`config.mk`:
```
export PLATFORM = sky130hd
export DESIGN_NAME = ttft_top
export DESIGN_NICKNAME = d
export VERILOG_FILES = /design/src/rtl/ttft_pkg.sv /design/src/rtl/ttft_throttle.sv /design/src/rtl/ttft_top.sv
export VERILOG_INCLUDE_DIRS = /design/src /design/src/rtl
export SDC_FILE = /design/constraint.sdc
export NUM_CORES = 1
export LEC_CHECK = 0
export ABC_AREA = 1
export BUFFER_PORTS_ARGS = -buffer_cell sky130_fd_sc_hd__buf_2
export CORE_MARGIN = 2
export CORE_UTILIZATION = 50
export CTS_BUF_LIST = sky130_fd_sc_hd__clkbuf_4
export DETAILED_ROUTE_END_ITERATION = 8
export PLACE_DENSITY = 0.76
export SETUP_SLACK_MARGIN = 0.2
export SLEW_MARGIN = 20
export SYNTH_ARGS = -nofsm -noshare
export SYNTH_HDL_FRONTEND = slang
export SYNTH_SLANG_ARGS = --single-unit
```
`constraint.sdc`:
```
create_clock -name mclk -period 1.8 [get_ports mclk]
set_input_delay 0.36 -clock mclk [delete_from_list [all_inputs] [get_ports mclk]]
set_output_delay 0.36 -clock mclk [all_outputs]
set_load 0.05 [all_outputs]
```
`src/rtl/ttft_cfg.svh`:
```
/*
 * Constants of the thermal threshold and fetch throttle block: register
 * selects, field positions, reset values.
 * Assumes register bit 0 of the big-endian numbering is our bit 31, so
 * big-endian bit n sits at index 31-n.
 */
// Summary of operation
// - First comparison uses threshold register A
// - No interrupt: wait interval, compare other
// - Alternate until interrupt or unit disabled
// - Interrupting threshold halts, other keeps comparing
// - Both crossed: stop until threshold write
// - Crossed and valid flags are read-only
// - Unit runs in nap, doze, clocked sleep
// - Static system clock in sleep: unit inactive
// - Unthrottled: four instructions forwarded every cycle
// - Throttle only if interval nonzero and enabled
// - Forward interval bits 23-30, 0..255 clocks
// - Bit 31 enables throttling
// - Thermal gain only with dynamic power management
// - Throttling leaves clock multiplier unchanged
// - Sample interval bits 18-30 of sensor control
// - Threshold write clears valid, restarts comparison
// - Direction 0 above, 1 below threshold
// - Hard reset clears all thermal registers
`ifndef TTFT_CFG_SVH
`define TTFT_CFG_SVH

// Register selects on the special-register move port
`define TTFT_SEL_THR_A 2'h0
`define TTFT_SEL_THR_B 2'h1
`define TTFT_SEL_SENSOR 2'h2
`define TTFT_SEL_THROTTLE 2'h3

// Threshold register fields (big-endian 0,1,2-8,29,30,31)
`define TTFT_THR_CROSSED_BIT 31
`define TTFT_THR_VALID_FLAG_BIT 30
`define TTFT_THR_VALUE_MSB 29
`define TTFT_THR_VALUE_LSB 23
`define TTFT_THR_DIR_BIT 2
`define TTFT_THR_IRQ_EN_BIT 1
`define TTFT_THR_ENTRY_VALID_BIT 0

// Sensor control fields (big-endian 18-30, 31)
`define TTFT_SEN_IVL_MSB 13
`define TTFT_SEN_IVL_LSB 1
`define TTFT_SEN_ENABLE_BIT 0

// Throttle control fields (big-endian 23-30, 31)
`define TTFT_THR_FWD_MSB 8
`define TTFT_THR_FWD_LSB 1
`define TTFT_THR_EN_BIT 0

// Reset values
`define TTFT_RST_IVL 13'h0000
`define TTFT_RST_THRESH 7'h00
`define TTFT_RST_FWD 8'h00
`define TTFT_RST_WORD 32'h0000_0000

`endif

```
`src/rtl/ttft_pkg.sv`:
```
/*
 * Types of the thermal threshold and fetch throttle block.
 * Assumes the constants header is included by the modules that use it.
 */
package ttft_pkg;

  // Comparison sequencer states, Gray along idle, settle, sample
  typedef enum logic [1:0] {
    TTFT_IDLE = 2'b00,
    TTFT_SETTLE = 2'b01,
    TTFT_SAMPLE = 2'b11
  } ttft_seq_t;

  typedef logic [6:0] ttft_thresh_t;
  typedef logic [12:0] ttft_ivl_t;
  typedef logic [7:0] ttft_fwd_t;

endpackage

```
`src/rtl/ttft_throttle.sv`:
```
/*
 * Fetch throttle: paces cache-to-buffer forwarding by the interval field.
 * Assumes the fetch path forwards a four-instruction group on each cycle
 * in which fwd_allow is high.
 */
`timescale 1ns/100ps
`include "ttft_cfg.svh"

module ttft_throttle (
  input wire logic mclk,
  input wire logic arst_n,
  input wire logic clk_en,
  input wire logic throttle_en,
  input wire ttft_pkg::ttft_fwd_t forward_interval,
  input wire logic dynamic_power_mgmt,
  output logic fwd_allow,
  output logic thermal_reduction
);
  import ttft_pkg::*;

  ttft_fwd_t gap_reg;
  ttft_fwd_t gap_next;
  logic throttling;
  logic allow_next;

  // ****************************************
  // Pacing decode
  // ****************************************
  assign throttling = throttle_en && (forward_interval != 8'h00);
  // Idle gap of forward_interval clocks after each forwarded group
  assign allow_next = !throttling || (gap_reg == 8'h00);
  assign gap_next = !throttling ? 8'h00 :
                    (gap_reg == 8'h00) ? forward_interval : gap_reg - 8'h01;

  // Gap counter and registered outputs; clock multiplier never touched
  always_ff @(posedge mclk or negedge arst_n) begin
    if (!arst_n) begin
      gap_reg <= 8'h00;
      fwd_allow <= 1'b1;
      thermal_reduction <= 1'b0;
    end else if (clk_en) begin
      gap_reg <= gap_next;
      fwd_allow <= allow_next;
      thermal_reduction <= throttling && dynamic_power_mgmt;
    end
  end

endmodule

```
`src/rtl/ttft_top.sv`:
```
/*
 * Thermal assist unit with fetch throttle: two threshold registers, sensor
 * control, throttle control, comparison sequencer and interrupt request.
 * Assumes registers are moved by a select/strobe port, the comparator
 * output is synchronous to mclk and valid once the settle count elapses.
 */
`timescale 1ns/100ps
`include "ttft_cfg.svh"

module ttft_top (
  input wire logic mclk,
  input wire logic arst_n,
  input wire logic clk_en,
  input wire logic [1:0] spr_sel,
  input wire logic spr_wr,
  input wire logic spr_rd,
  input wire logic [31:0] spr_wdata,
  output logic [31:0] spr_rdata,
  input wire logic cmp_above,
  input wire logic system_clock_input_active,
  input wire logic irq_ack,
  input wire logic dynamic_power_mgmt,
  output ttft_pkg::ttft_thresh_t dac_value,
  output logic sensor_power_on,
  output logic thermal_irq,
  output logic fwd_allow,
  output logic thermal_reduction
);
  import ttft_pkg::*;

  // ****************************************
  // Register state
  // ****************************************
  ttft_thresh_t thresh_reg [2];
  logic [1:0] dir_reg;
  logic [1:0] irq_en_reg;
  logic [1:0] entry_valid_reg;
  logic [1:0] crossed_reg;
  logic [1:0] flag_valid_reg;
  logic [1:0] halted_reg;
  ttft_ivl_t ivl_reg;
  logic sensor_en_reg;
  ttft_fwd_t fwd_reg;
  logic throttle_en_reg;
  ttft_seq_t state_reg;
  ttft_seq_t state_next;
  ttft_ivl_t count_reg;
  ttft_ivl_t count_next;
  logic sel_reg;
  logic sel_next;
  logic irq_pend_reg;

  // Field packing of a threshold register for reads
  function automatic logic [31:0] thr_word(input ttft_thresh_t th, input logic crossed,
                                           input logic fvalid, input logic dir,
                                           input logic ie, input logic ev);
    logic [31:0] w;
    w = `TTFT_RST_WORD;
    w[`TTFT_THR_CROSSED_BIT] = crossed;
    w[`TTFT_THR_VALID_FLAG_BIT] = fvalid;
    w[`TTFT_THR_VALUE_MSB:`TTFT_THR_VALUE_LSB] = th;
    w[`TTFT_THR_DIR_BIT] = dir;
    w[`TTFT_THR_IRQ_EN_BIT] = ie;
    w[`TTFT_THR_ENTRY_VALID_BIT] = ev;
    return w;
  endfunction

  // ****************************************
  // Decode
  // ****************************************
  logic [1:0] wr_thr;
  logic wr_sensor;
  logic wr_throttle;
  logic running;
  logic [1:0] eligible;
  logic sample_now;
  logic result;
  logic raise;
  logic [1:0] elig_after;
  logic [31:0] rd_word;

  // Write strobes per register
  assign wr_thr[0] = spr_wr && (spr_sel == `TTFT_SEL_THR_A);
  assign wr_thr[1] = spr_wr && (spr_sel == `TTFT_SEL_THR_B);
  assign wr_sensor = spr_wr && (spr_sel == `TTFT_SEL_SENSOR);
  assign wr_throttle = spr_wr && (spr_sel == `TTFT_SEL_THROTTLE);

  // Sequencer runs only when enabled and the system clock input toggles
  assign running = sensor_en_reg && system_clock_input_active;
  assign eligible = entry_valid_reg & ~halted_reg;
  assign sample_now = (state_reg == TTFT_SAMPLE);
  // Direction 0 flags above, 1 flags below
  assign result = dir_reg[sel_reg] ? !cmp_above : cmp_above;
  assign raise = sample_now && result && irq_en_reg[sel_reg];
  // Eligibility once this sample's halt is applied
  assign elig_after = eligible & ~({1'b0, raise} << sel_reg);

  // ****************************************
  // Comparison sequencer
  // ****************************************
  // Next state, select and settle count
  always_comb begin
    state_next = state_reg;
    sel_next = sel_reg;
    count_next = count_reg;
    case (state_reg)
      TTFT_IDLE: begin
        if (running && (eligible != 2'b00)) begin
          sel_next = !eligible[0];
          count_next = ivl_reg;
          state_next = TTFT_SETTLE;
        end
      end
      TTFT_SETTLE: begin
        if (count_reg == 13'h0000) begin
          state_next = TTFT_SAMPLE;
        end else begin
          count_next = count_reg - 13'h0001;
        end
      end
      TTFT_SAMPLE: begin
        count_next = ivl_reg;
        state_next = TTFT_SETTLE;
        if (elig_after[!sel_reg]) begin
          sel_next = !sel_reg;
        end else if (!elig_after[sel_reg]) begin
          state_next = TTFT_IDLE;
        end
      end
      default: begin
        state_next = TTFT_IDLE;
      end
    endcase
    // Disable, threshold or sensor write, or nothing eligible sends the sequencer home
    if (!running || wr_sensor || (wr_thr != 2'b00) || (eligible == 2'b00)) begin
      state_next = TTFT_IDLE;
      count_next = 13'h0000;
    end
  end

  // Sequencer registers
  always_ff @(posedge mclk or negedge arst_n) begin
    if (!arst_n) begin
      state_reg <= TTFT_IDLE;
      count_reg <= `TTFT_RST_IVL;
      sel_reg <= 1'b0;
    end else if (clk_en) begin
      state_reg <= state_next;
      count_reg <= count_next;
      sel_reg <= sel_next;
    end
  end

  // ****************************************
  // Threshold registers
  // ****************************************
  genvar g;
  generate
    for (g = 0; g < 2; g++) begin : gen_thr
      logic hit;
      assign hit = sample_now && (sel_reg == 1'(g));
      // Software fields; flags only set by hardware
      always_ff @(posedge mclk or negedge arst_n) begin
        if (!arst_n) begin
          thresh_reg[g] <= `TTFT_RST_THRESH;
          dir_reg[g] <= 1'b0;
          irq_en_reg[g] <= 1'b0;
          entry_valid_reg[g] <= 1'b0;
          crossed_reg[g] <= 1'b0;
          flag_valid_reg[g] <= 1'b0;
          halted_reg[g] <= 1'b0;
        end else if (clk_en) begin
          if (wr_thr[g]) begin
            thresh_reg[g] <= spr_wdata[`TTFT_THR_VALUE_MSB:`TTFT_THR_VALUE_LSB];
            dir_reg[g] <= spr_wdata[`TTFT_THR_DIR_BIT];
            irq_en_reg[g] <= spr_wdata[`TTFT_THR_IRQ_EN_BIT];
            entry_valid_reg[g] <= spr_wdata[`TTFT_THR_ENTRY_VALID_BIT];
            flag_valid_reg[g] <= 1'b0;
            halted_reg[g] <= 1'b0;
          end else if (wr_sensor) begin
            flag_valid_reg[g] <= 1'b0;
            halted_reg[g] <= 1'b0;
          end else if (hit) begin
            crossed_reg[g] <= result;
            flag_valid_reg[g] <= 1'b1;
            halted_reg[g] <= result && irq_en_reg[g];
          end
        end
      end
    end
  endgenerate

  // ****************************************
  // Sensor control, throttle control, interrupt
  // ****************************************
  always_ff @(posedge mclk or negedge arst_n) begin
    if (!arst_n) begin
      ivl_reg <= `TTFT_RST_IVL;
      sensor_en_reg <= 1'b0;
      fwd_reg <= `TTFT_RST_FWD;
      throttle_en_reg <= 1'b0;
    end else if (clk_en) begin
      if (wr_sensor) begin
        ivl_reg <= spr_wdata[`TTFT_SEN_IVL_MSB:`TTFT_SEN_IVL_LSB];
        sensor_en_reg <= spr_wdata[`TTFT_SEN_ENABLE_BIT];
      end
      if (wr_throttle) begin
        fwd_reg <= spr_wdata[`TTFT_THR_FWD_MSB:`TTFT_THR_FWD_LSB];
        throttle_en_reg <= spr_wdata[`TTFT_THR_EN_BIT];
      end
    end
  end

  // Held request; a new crossing wins over the acknowledge
  always_ff @(posedge mclk or negedge arst_n) begin
    if (!arst_n) begin
      irq_pend_reg <= 1'b0;
    end else if (clk_en) begin
      irq_pend_reg <= raise || (irq_pend_reg && !irq_ack);
    end
  end

  // ****************************************
  // Read data and analog side outputs
  // ****************************************
  assign rd_word =
    (spr_sel == `TTFT_SEL_THR_A) ? thr_word(thresh_reg[0], crossed_reg[0],
      flag_valid_reg[0], dir_reg[0], irq_en_reg[0], entry_valid_reg[0]) :
    (spr_sel == `TTFT_SEL_THR_B) ? thr_word(thresh_reg[1], crossed_reg[1],
      flag_valid_reg[1], dir_reg[1], irq_en_reg[1], entry_valid_reg[1]) :
    (spr_sel == `TTFT_SEL_SENSOR) ? {18'h00000, ivl_reg, sensor_en_reg} :
    {23'h000000, fwd_reg, throttle_en_reg};

  // Registered read port and analog drive
  always_ff @(posedge mclk or negedge arst_n) begin
    if (!arst_n) begin
      spr_rdata <= `TTFT_RST_WORD;
      dac_value <= `TTFT_RST_THRESH;
      sensor_power_on <= 1'b0;
      thermal_irq <= 1'b0;
    end else if (clk_en) begin
      if (spr_rd) begin
        spr_rdata <= rd_word;
      end
      dac_value <= thresh_reg[sel_next];
      sensor_power_on <= (state_next != TTFT_IDLE);
      thermal_irq <= raise || (irq_pend_reg && !irq_ack);
    end
  end

  // ****************************************
  // Fetch throttle
  // ****************************************
  ttft_throttle u_throttle (
    .mclk(mclk),
    .arst_n(arst_n),
    .clk_en(clk_en),
    .throttle_en(throttle_en_reg),
    .forward_interval(fwd_reg),
    .dynamic_power_mgmt(dynamic_power_mgmt),
    .fwd_allow(fwd_allow),
    .thermal_reduction(thermal_reduction)
  );

endmodule

```
==> key figures, run 1 <==
Run status
  • Status: complete, no violations

Drt
  • Drt drc: 0
  • Routed len/inst: 14.3 um
  • Final Routed Wirelength: 13,000 um
  • Vias/cell: 5.27
  • Vias: 4,778
  • Drt pass-1 iters: 4
  • Initial DRC Count: 340
  • Final ANT Viol Nets: 0

Synthesis
  • Syn avg cell area: 7.93 um2
  • Synth async-reset ratio: 100%
  • Ys Warns: 0
  • Synthesized cell area: 5320 um2
  • Synth Flop Type: dfrtp_1
  • Seq/Total Area, Yosys: 50.4%
  • Post-synth EDFFs: 0
  • Syn Inst Count: 671
  • Number of synthesized register bits: 107
  • Post-synthesis cell type count: 37

Global routing
  • Initial antenna violation count: 0
  • Total gr overflow: 0
  • First-pass GRT wire length: 22,000 um
  • Number of global-route vias before repair: 4,654
  • Total GRT Usage: 24.1%
  • Largest net degree at the start of global routing: 40

Flow run
  • Total of max-cap violations: 0

Timing
  • FMAX: 0.632 GHz
  • Setup violators final: 0
  • Slew Viols, Final: 0
  • TNS Setup: 0 ns
  • RSZ-0062 raised after global routing: true
  • Final worst-path cycle share: 87.9%
  • Final Critical Period: 1.58 ns
  • Final Hold Fails: 0
  • Clock skew: 0.0165 ns

Worst hold path
  • WHS Endpoint: fwd_reg[1]$_DFFE_PN0P_
  • Hold Crit Depth: 3
  • Hold Crit Class: primary input to flip-flop
  • Hold Crit Start: spr_wdata[2]

Power and ir drop
  • Peak supply drop: 0.654 mV
  • Power consumption: 7.15 mW
  • P_leak: 3.29 nW
  • PwrDens: 1130 nW/um2

Layout
  • Nets@finish: 817
  • ANT cells: 0
  • Fillers: 920
  • Share of post-route cells with drive strength above 1: 22.6%
  • Synth-to-Final Area Change: 18.5%
  • Largest register FFs: 23

CTS
  • CTS Sinks: 107
  • Clk pin slew, worst setup/hold paths: 0.16 ns
  • CTS tree: built
  • Clk_lat worst skew: 0.48 ns
  • TritonCTS Buffers: 9
  • CTS Buffer Depth: 2
  • H-tree levels: 3
  • Root Buffer Master: clkbuf_4

Floorplan
  • Die span in x: 107 um
  • Die ar.: 11,500 um2
  • Core area: 10,300 um2
  • Starting Density: 51.5%
  • Row count: 37
  • Top Ports: 86
  • Die height: 107 um

Placed design
  • Port bufs: 65
  • Routability cong.: 0.874
  • Final HPWL DP: 9350 um

Setup path
  • Startpoint types: flip-flop
  • Crit path DAT: 1.96 ns
  • Endpoint class of the critical path: flip-flop
  • Critical path class: flip-flop to flip-flop
  • Critical Path RT: 2.18 ns
  • Worst R2R Path Depth: 7
  • Worst R2R End: u_throttle.gap_reg[0]$_DFFE_PN0P_
  • Worst r2r src: u_throttle.gap_reg[1]$_DFFE_PN0P_
  • Worst R2R Setup Slack: 0.22 ns
  • Max FO, Critical Path: 5
cell usage after synthesis (all sizes together), types with 2 or more instances:
| cell | number | share of area, % |
|---|---|---|
| nor2 | 54 | 4.2 |
| ha | 7 | 1.6 |
| nor3 | 4 | 0.38 |
| xnor2 | 2 | 0.33 |
| o22ai | 9 | 1.1 |
| inv | 90 | 6.4 |
| o221ai | 3 | 0.49 |
| mux2 | 3 | 0.64 |
| clkbuf | 11 | 0.80 |
| dfrtp | 106 | 50 |
| nand3 | 34 | 3.5 |
| o211ai | 7 | 0.99 |
| buf | 16 | 1.9 |
| nand4 | 4 | 0.47 |
| xor2 | 4 | 0.66 |
| a21oi | 43 | 4.1 |
| o21ai | 78 | 7.4 |
| nand2 | 188 | 14 |
| or2 | 2 | 0.24 |
stage by stage:
step	instances	setup slack, ns	hold slack [ns]	util, %	instance area [um2]
final	907	0.217	0.0915	61.1	6300
after global routing	907	0.142	0.0822	61.1	6300
after CTS	897	0.204	0.0824	59.0	6090
after detailed placement	876	0.127	0.318	57.0	5890
after global placement	876	0.173	0.321	57.0	5890
after floorplan	679	0.327	0.0644	-	5350
where the power goes:
part	internal [mW]	switching (mW)	total (mW)	leakage, nW
clock network	0.408	0.779	1.19	0.0730
registers	2.88	0.342	3.22	1.34
logic	0.923	1.82	2.74	1.87
worst max-delay path, cell delays in order (launching register included):
cell	delay, ns
dfrtp_1	0.41
inv_1	0.11
ha_1	0.17
nor3b_2	0.18
nand2_1	0.13
buf_4	0.17
o21ai_0	0.19
o22ai_1	0.12
kinds of logic (layout without fill, tap and decap cells):
group	Yosys count	count (layout)	synth area share (%)
flops	107	107	50.4
other cells	1	9	0.0705
xor+xnor	6	6	0.988
fa+ha+maj	7	7	1.65
simple gates	287	288	22.7
buf+inv	117	208	9.13
compound gates	143	143	14.5
mux	3	3	0.635
routing by layer:
layer | track usage, % | up-vias | part of all wire (%)
li1 | - | 2329 | -
met3 | 4.98 | 34 | 5.3
met5 | 0 | - | 0
met2 | 38.8 | 148 | 48
met1 | 32.4 | 2267 | 44
met4 | 8.72 | 0 | 2.7
worst max-delay path by stage:
| stage | start | to | cells after the start |
|---|---|---|---|
| floorplan | count_reg[0]$_DFFE_PN0P_ | count_reg[6]$_DFFE_PN0P_ | 11 |
| global placement | state_reg[0]$_DFFE_PN0P_ | dac_value[1]$_DFFE_PN0P_ | 9 |
| detailed placement | state_reg[0]$_DFFE_PN0P_ | dac_value[1]$_DFFE_PN0P_ | 9 |
| CTS | count_reg[1]$_DFFE_PN0P_ | count_reg[2]$_DFFE_PN0P_ | 10 |
| global route | u_throttle.gap_reg[1]$_DFFE_PN0P_ | u_throttle.gap_reg[0]$_DFFE_PN0P_ | 7 |
| finish | u_throttle.gap_reg[1]$_DFFE_PN0P_ | u_throttle.gap_reg[0]$_DFFE_PN0P_ | 7 |
area by class of cell:
| cell class | instances | area, um2 | area share, % |
|---|---|---|---|
| Sequential cell | 107 | 2680 | 42.6 |
| Tap cell | 136 | 170 | 2.70 |
| Clock buffer | 9 | 67.6 | 1.07 |
| Multi-Input combinational cell | 456 | 2330 | 37.0 |
| Timing Repair Buffer | 103 | 646 | 10.2 |
| Inverter | 90 | 348 | 5.52 |
| Clock inverter | 6 | 57.6 | 0.913 |
what timing repair did:
action                     CTS  global route
gates resized for setup      9            41
pin swaps                    4            10
gates cloned                 1             0
setup endpoints to repair   21            33
hold endpoints to repair    24             0
hold buffers                 1             0
buffers inserted             4            10
placed cells by master (no fill, tap or decap), drive strengths merged, types with 2 or more instances in the layout:
cell	Yosys	routed
a21oi	43	43
buf	16	102
clkbuf	11	9
clkinv	0	5
conb	1	9
dfrtp	106	106
ha	7	7
inv	90	90
mux2	3	3
nand2	188	189
nand3	34	34
nand4	4	4
nor2	54	54
nor3	4	4
o211ai	7	7
o21ai	78	78
o221ai	3	3
o22ai	9	9
or2	2	2
xnor2	2	2
xor2	4	4
(Power assumes the default switching activity.)
==> inputs of run 2 (changes only) <==
--- a/config.mk
+++ b/config.mk
@@ -17,4 +17,5 @@
 export SLEW_MARGIN = 20
 export SYNTH_ARGS = -nofsm -noshare
 export SYNTH_HDL_FRONTEND = slang
+export SYNTH_HIERARCHICAL = 1
 export SYNTH_SLANG_ARGS = --single-unit
==> run 2 against run 1 <==
Critical path depth rose by 4. Worst hold slack better by 0.022 ns. Fmax is 2.9% lower. Sequential cell count did not move. Cell count increased by 3.3%. Non-clock buffer count down 5. Core utilization down 1.8 points. Critical endpoint is now count_reg[3]$_DFFE_PN0P_. Largest power group unchanged.
==> key figures, run 2 <==
Run status
  • Status: complete, no violations

Timing
  • TNS Setup: 0 ns
  • Final worst setup slack: 0.170 ns
  • Clock skew: 0.0178 ns
  • FMAX: 0.613 GHz
  • Final worst-path cycle share: 90.6%
  • Slew at the pin closest to its max-slew limit: 0.639 ns
  • Slew Viols, Final: 0
  • Slew headroom: 57.3%
  • Final Hold Fails: 0
  • Setup violators final: 0
  • RSZ-0062 raised after global routing: true
  • Final Critical Period: 1.63 ns

CTS
  • CTS tree: built
  • TritonCTS Buffers: 9
  • Clk_lat worst skew: 0.46 ns
  • H-tree levels: 3
  • CTS Buffer Depth: 2
  • CTS Sinks: 107
  • Clk pin slew, worst setup/hold paths: 0.16 ns
  • Root Buffer Master: clkbuf_4

Global routing
  • First-pass GRT wire length: 21,000 um
  • Initial antenna violation count: 0
  • Total gr overflow: 0
  • Total GRT Usage: 22.6%
  • Largest net degree at the start of global routing: 36
  • Number of global-route vias before repair: 4,507

Drt
  • Routed len/inst: 14.2 um
  • Final ANT Viol Nets: 0
  • DR WL met3: 683 um
  • Met1 WL: 5650 um
  • Initial DRC Count: 223
  • Met2 wire length: 6660 um
  • Final Routed Wirelength: 13,300 um
  • Drt pass-1 iters: 7
  • Vias/cell: 5.17
  • Vias: 4,846
  • Top routing layer in use: met4
  • Drt drc: 0

Power and ir drop
  • Sw frac: 43.2%
  • Power share of the combinational group: 39.5%
  • Int Power: 4.12 mW
  • PwrDens: 1140 nW/um2
  • Switching pwr: 3.13 mW
  • P_leak: 3.39 nW
  • Clock power frac: 15.6%
  • Sequential Power Share: 44.9%
  • Peak supply drop: 0.519 mV
  • Power consumption: 7.24 mW

Setup path
  • Startpoint types: flip-flop
  • Max stage delay on crit path: 0.42 ns
  • Critical path class: flip-flop to flip-flop
  • Max FO, Critical Path: 7
  • Worst R2R Path Depth: 11
  • CP max stage cell: dfrtp_1
  • Crit path DAT: 2.04 ns
  • Endpoint class of the critical path: flip-flop
  • Crit path depth: 11
  • Crit-path cells: inv_2, ha_4, nand3_4, nor2_4, nand3_2, nand2_2, nand2_2, nand2_4, buf_4, nand2_1, nand2_1
  • Critical Path RT: 2.21 ns
  • Crit path buf inv count: 2
  • Delay-heaviest family, CP: simple AND/OR/NAND/NOR gates

Synthesis
  • Syn avg cell area: 7.77 um2
  • Post-synthesis cell type count: 37
  • Most frequent cell after synthesis: nand2_1
  • Commonest cells in the netlist: nand2_1 (222), dfrtp_1 (106), inv_1 (82)
  • Syn Inst Count: 702
  • Synth top area cells: dfrtp_1 (49%), nand2_1 (15%), inv_1 (5.6%)
  • Ys Warns: 6
  • Number of synthesized register bits: 107
  • Post-synth EDFFs: 0
  • Yosys top cell by area: dfrtp_1
  • Synth Flop Type: dfrtp_1
  • Top cell type's share of synthesized area: 48.6%
  • Seq/Total Area, Yosys: 49.1%
  • Synthesized cell area: 5450 um2
  • Synth async-reset ratio: 100%

Layout
  • ANT cells: 0
  • Commonest non-fill, non-tap cells in the layout: nand2_1 (212), dfrtp_1 (105), inv_1 (77)
  • Commonest non-fill, non-tap cell in the layout: nand2_1
  • Fillers: 973
  • Share of post-route cells with drive strength above 1: 22.0%
  • Final Non-Filler Cells: 937
  • Nets@finish: 842
  • Synth-to-Final Area Change: 16.7%
  • Fin util: 59.2%
  • Largest register FFs: 23

Flow run
  • Total of max-cap violations: 0

Worst hold path
  • Hold Crit Class: primary input to flip-flop
  • Hold Crit Depth: 3

Placed design
  • Final HPWL DP: 9260 um
  • Placed cell count: 907
  • Port bufs: 65
  • Routability cong.: 0.872
  • Post-place setup slack: 0.0450 ns

Floorplan
  • Top Ports: 86
  • Die ar.: 11,800 um2
  • Die span in x: 108 um
  • Starting Density: 50.8%
  • Row count: 38
  • Die height: 108 um
  • Core area: 10,700 um2
[run 2: power groups by stage]
stage,Clock (mW),Combinational (mW),Sequential (mW)
final,1.13,2.86,3.25
after global routing,1.24,3.16,3.32
after CTS,1.16,2.78,3.25
after detailed placement,0,2.72,3.29
after global placement,0,2.64,3.27
after floorplan,0,1.60,3.74
[run 2: area by class of cell]
type                       instances  area (um2)  share of cell area (%)
timing repair buffer              98         621                    9.75
sequential                       107        2680                    42.1
multi-input combinational        490        2450                    38.5
tap                              140         175                    2.75
inverter                          86         323                    5.07
clock buffer                      10        75.1                    1.18
clock inverter                     6        41.3                   0.649
[run 2: cell families (layout without fill, tap and decap cells)]
kind of cell	Yosys count	after routing	synth area share [%]
fa+ha+maj	7	7	1.61
simple gates	343	344	26.4
flops	107	107	49.1
buf+inv	114	200	8.90
compound gates	116	116	11.2
mux	9	9	1.86
other cells	1	9	0.0688
xor+xnor	5	5	0.803
[run 2: final timing paths]
check                                    startpoint                                  endpoint  slack (ns)
setup / recovery           count_reg[0]$_DFFE_PN0P_                  count_reg[3]$_DFFE_PN0P_        0.17
hold / removal                   dynamic_power_mgmt  u_throttle/thermal_reduction$_DFFE_PN0P_        0.11
setup reg to reg           count_reg[0]$_DFFE_PN0P_                  count_reg[3]$_DFFE_PN0P_        0.17
hold reg to reg            dac_value[4]$_DFFE_PN0P_                  dac_value[4]$_DFFE_PN0P_        0.50
max in group asynchronous                    arst_n                 thresh_reg[4]$_DFFE_PN0P_        0.89
min in group asynchronous                    arst_n                   ivl_reg[10]$_DFFE_PN0P_        0.28
[run 2: per-stage QoR]
stage / hold slack, ns / instance area [um2]
6_report: 0.114 / 6360
5_1_grt: 0.123 / 6360
4_1_cts: 0.0959 / 6220
3_5_place_dp: 0.255 / 6000
3_3_place_gp: 0.251 / 6000
2_1_floorplan: 0.0644 / 5480
[run 2: what timing repair did]
item                                    CTS  global route
endpoints found under the hold margin    15             0
gates cloned                              1             0
gates resized for setup                  13            28
hold buffers                              1             0
pin swaps                                 5            15
endpoints found under the setup margin   22            21
buffers inserted                          6             6
[run 2: routing by layer]
layer,track usage (%),vias to the layer above
met1,29.0,2282
met3,3.74,29
li1,-,2377
met4,7.23,0
met2,39.1,158
met5,0,-
[run 2: worst reg2reg max path: stages (launching register included)]
cell and delay [ns]:
dfrtp_1 0.42, inv_2 0.12, ha_4 0.16, nand3_4 0.11
nor2_4 0.11, nand3_2 0.10, nand2_2 0.09, nand2_2 0.06
nand2_4 0.14, buf_4 0.14, nand2_1 0.05, nand2_1 0.07
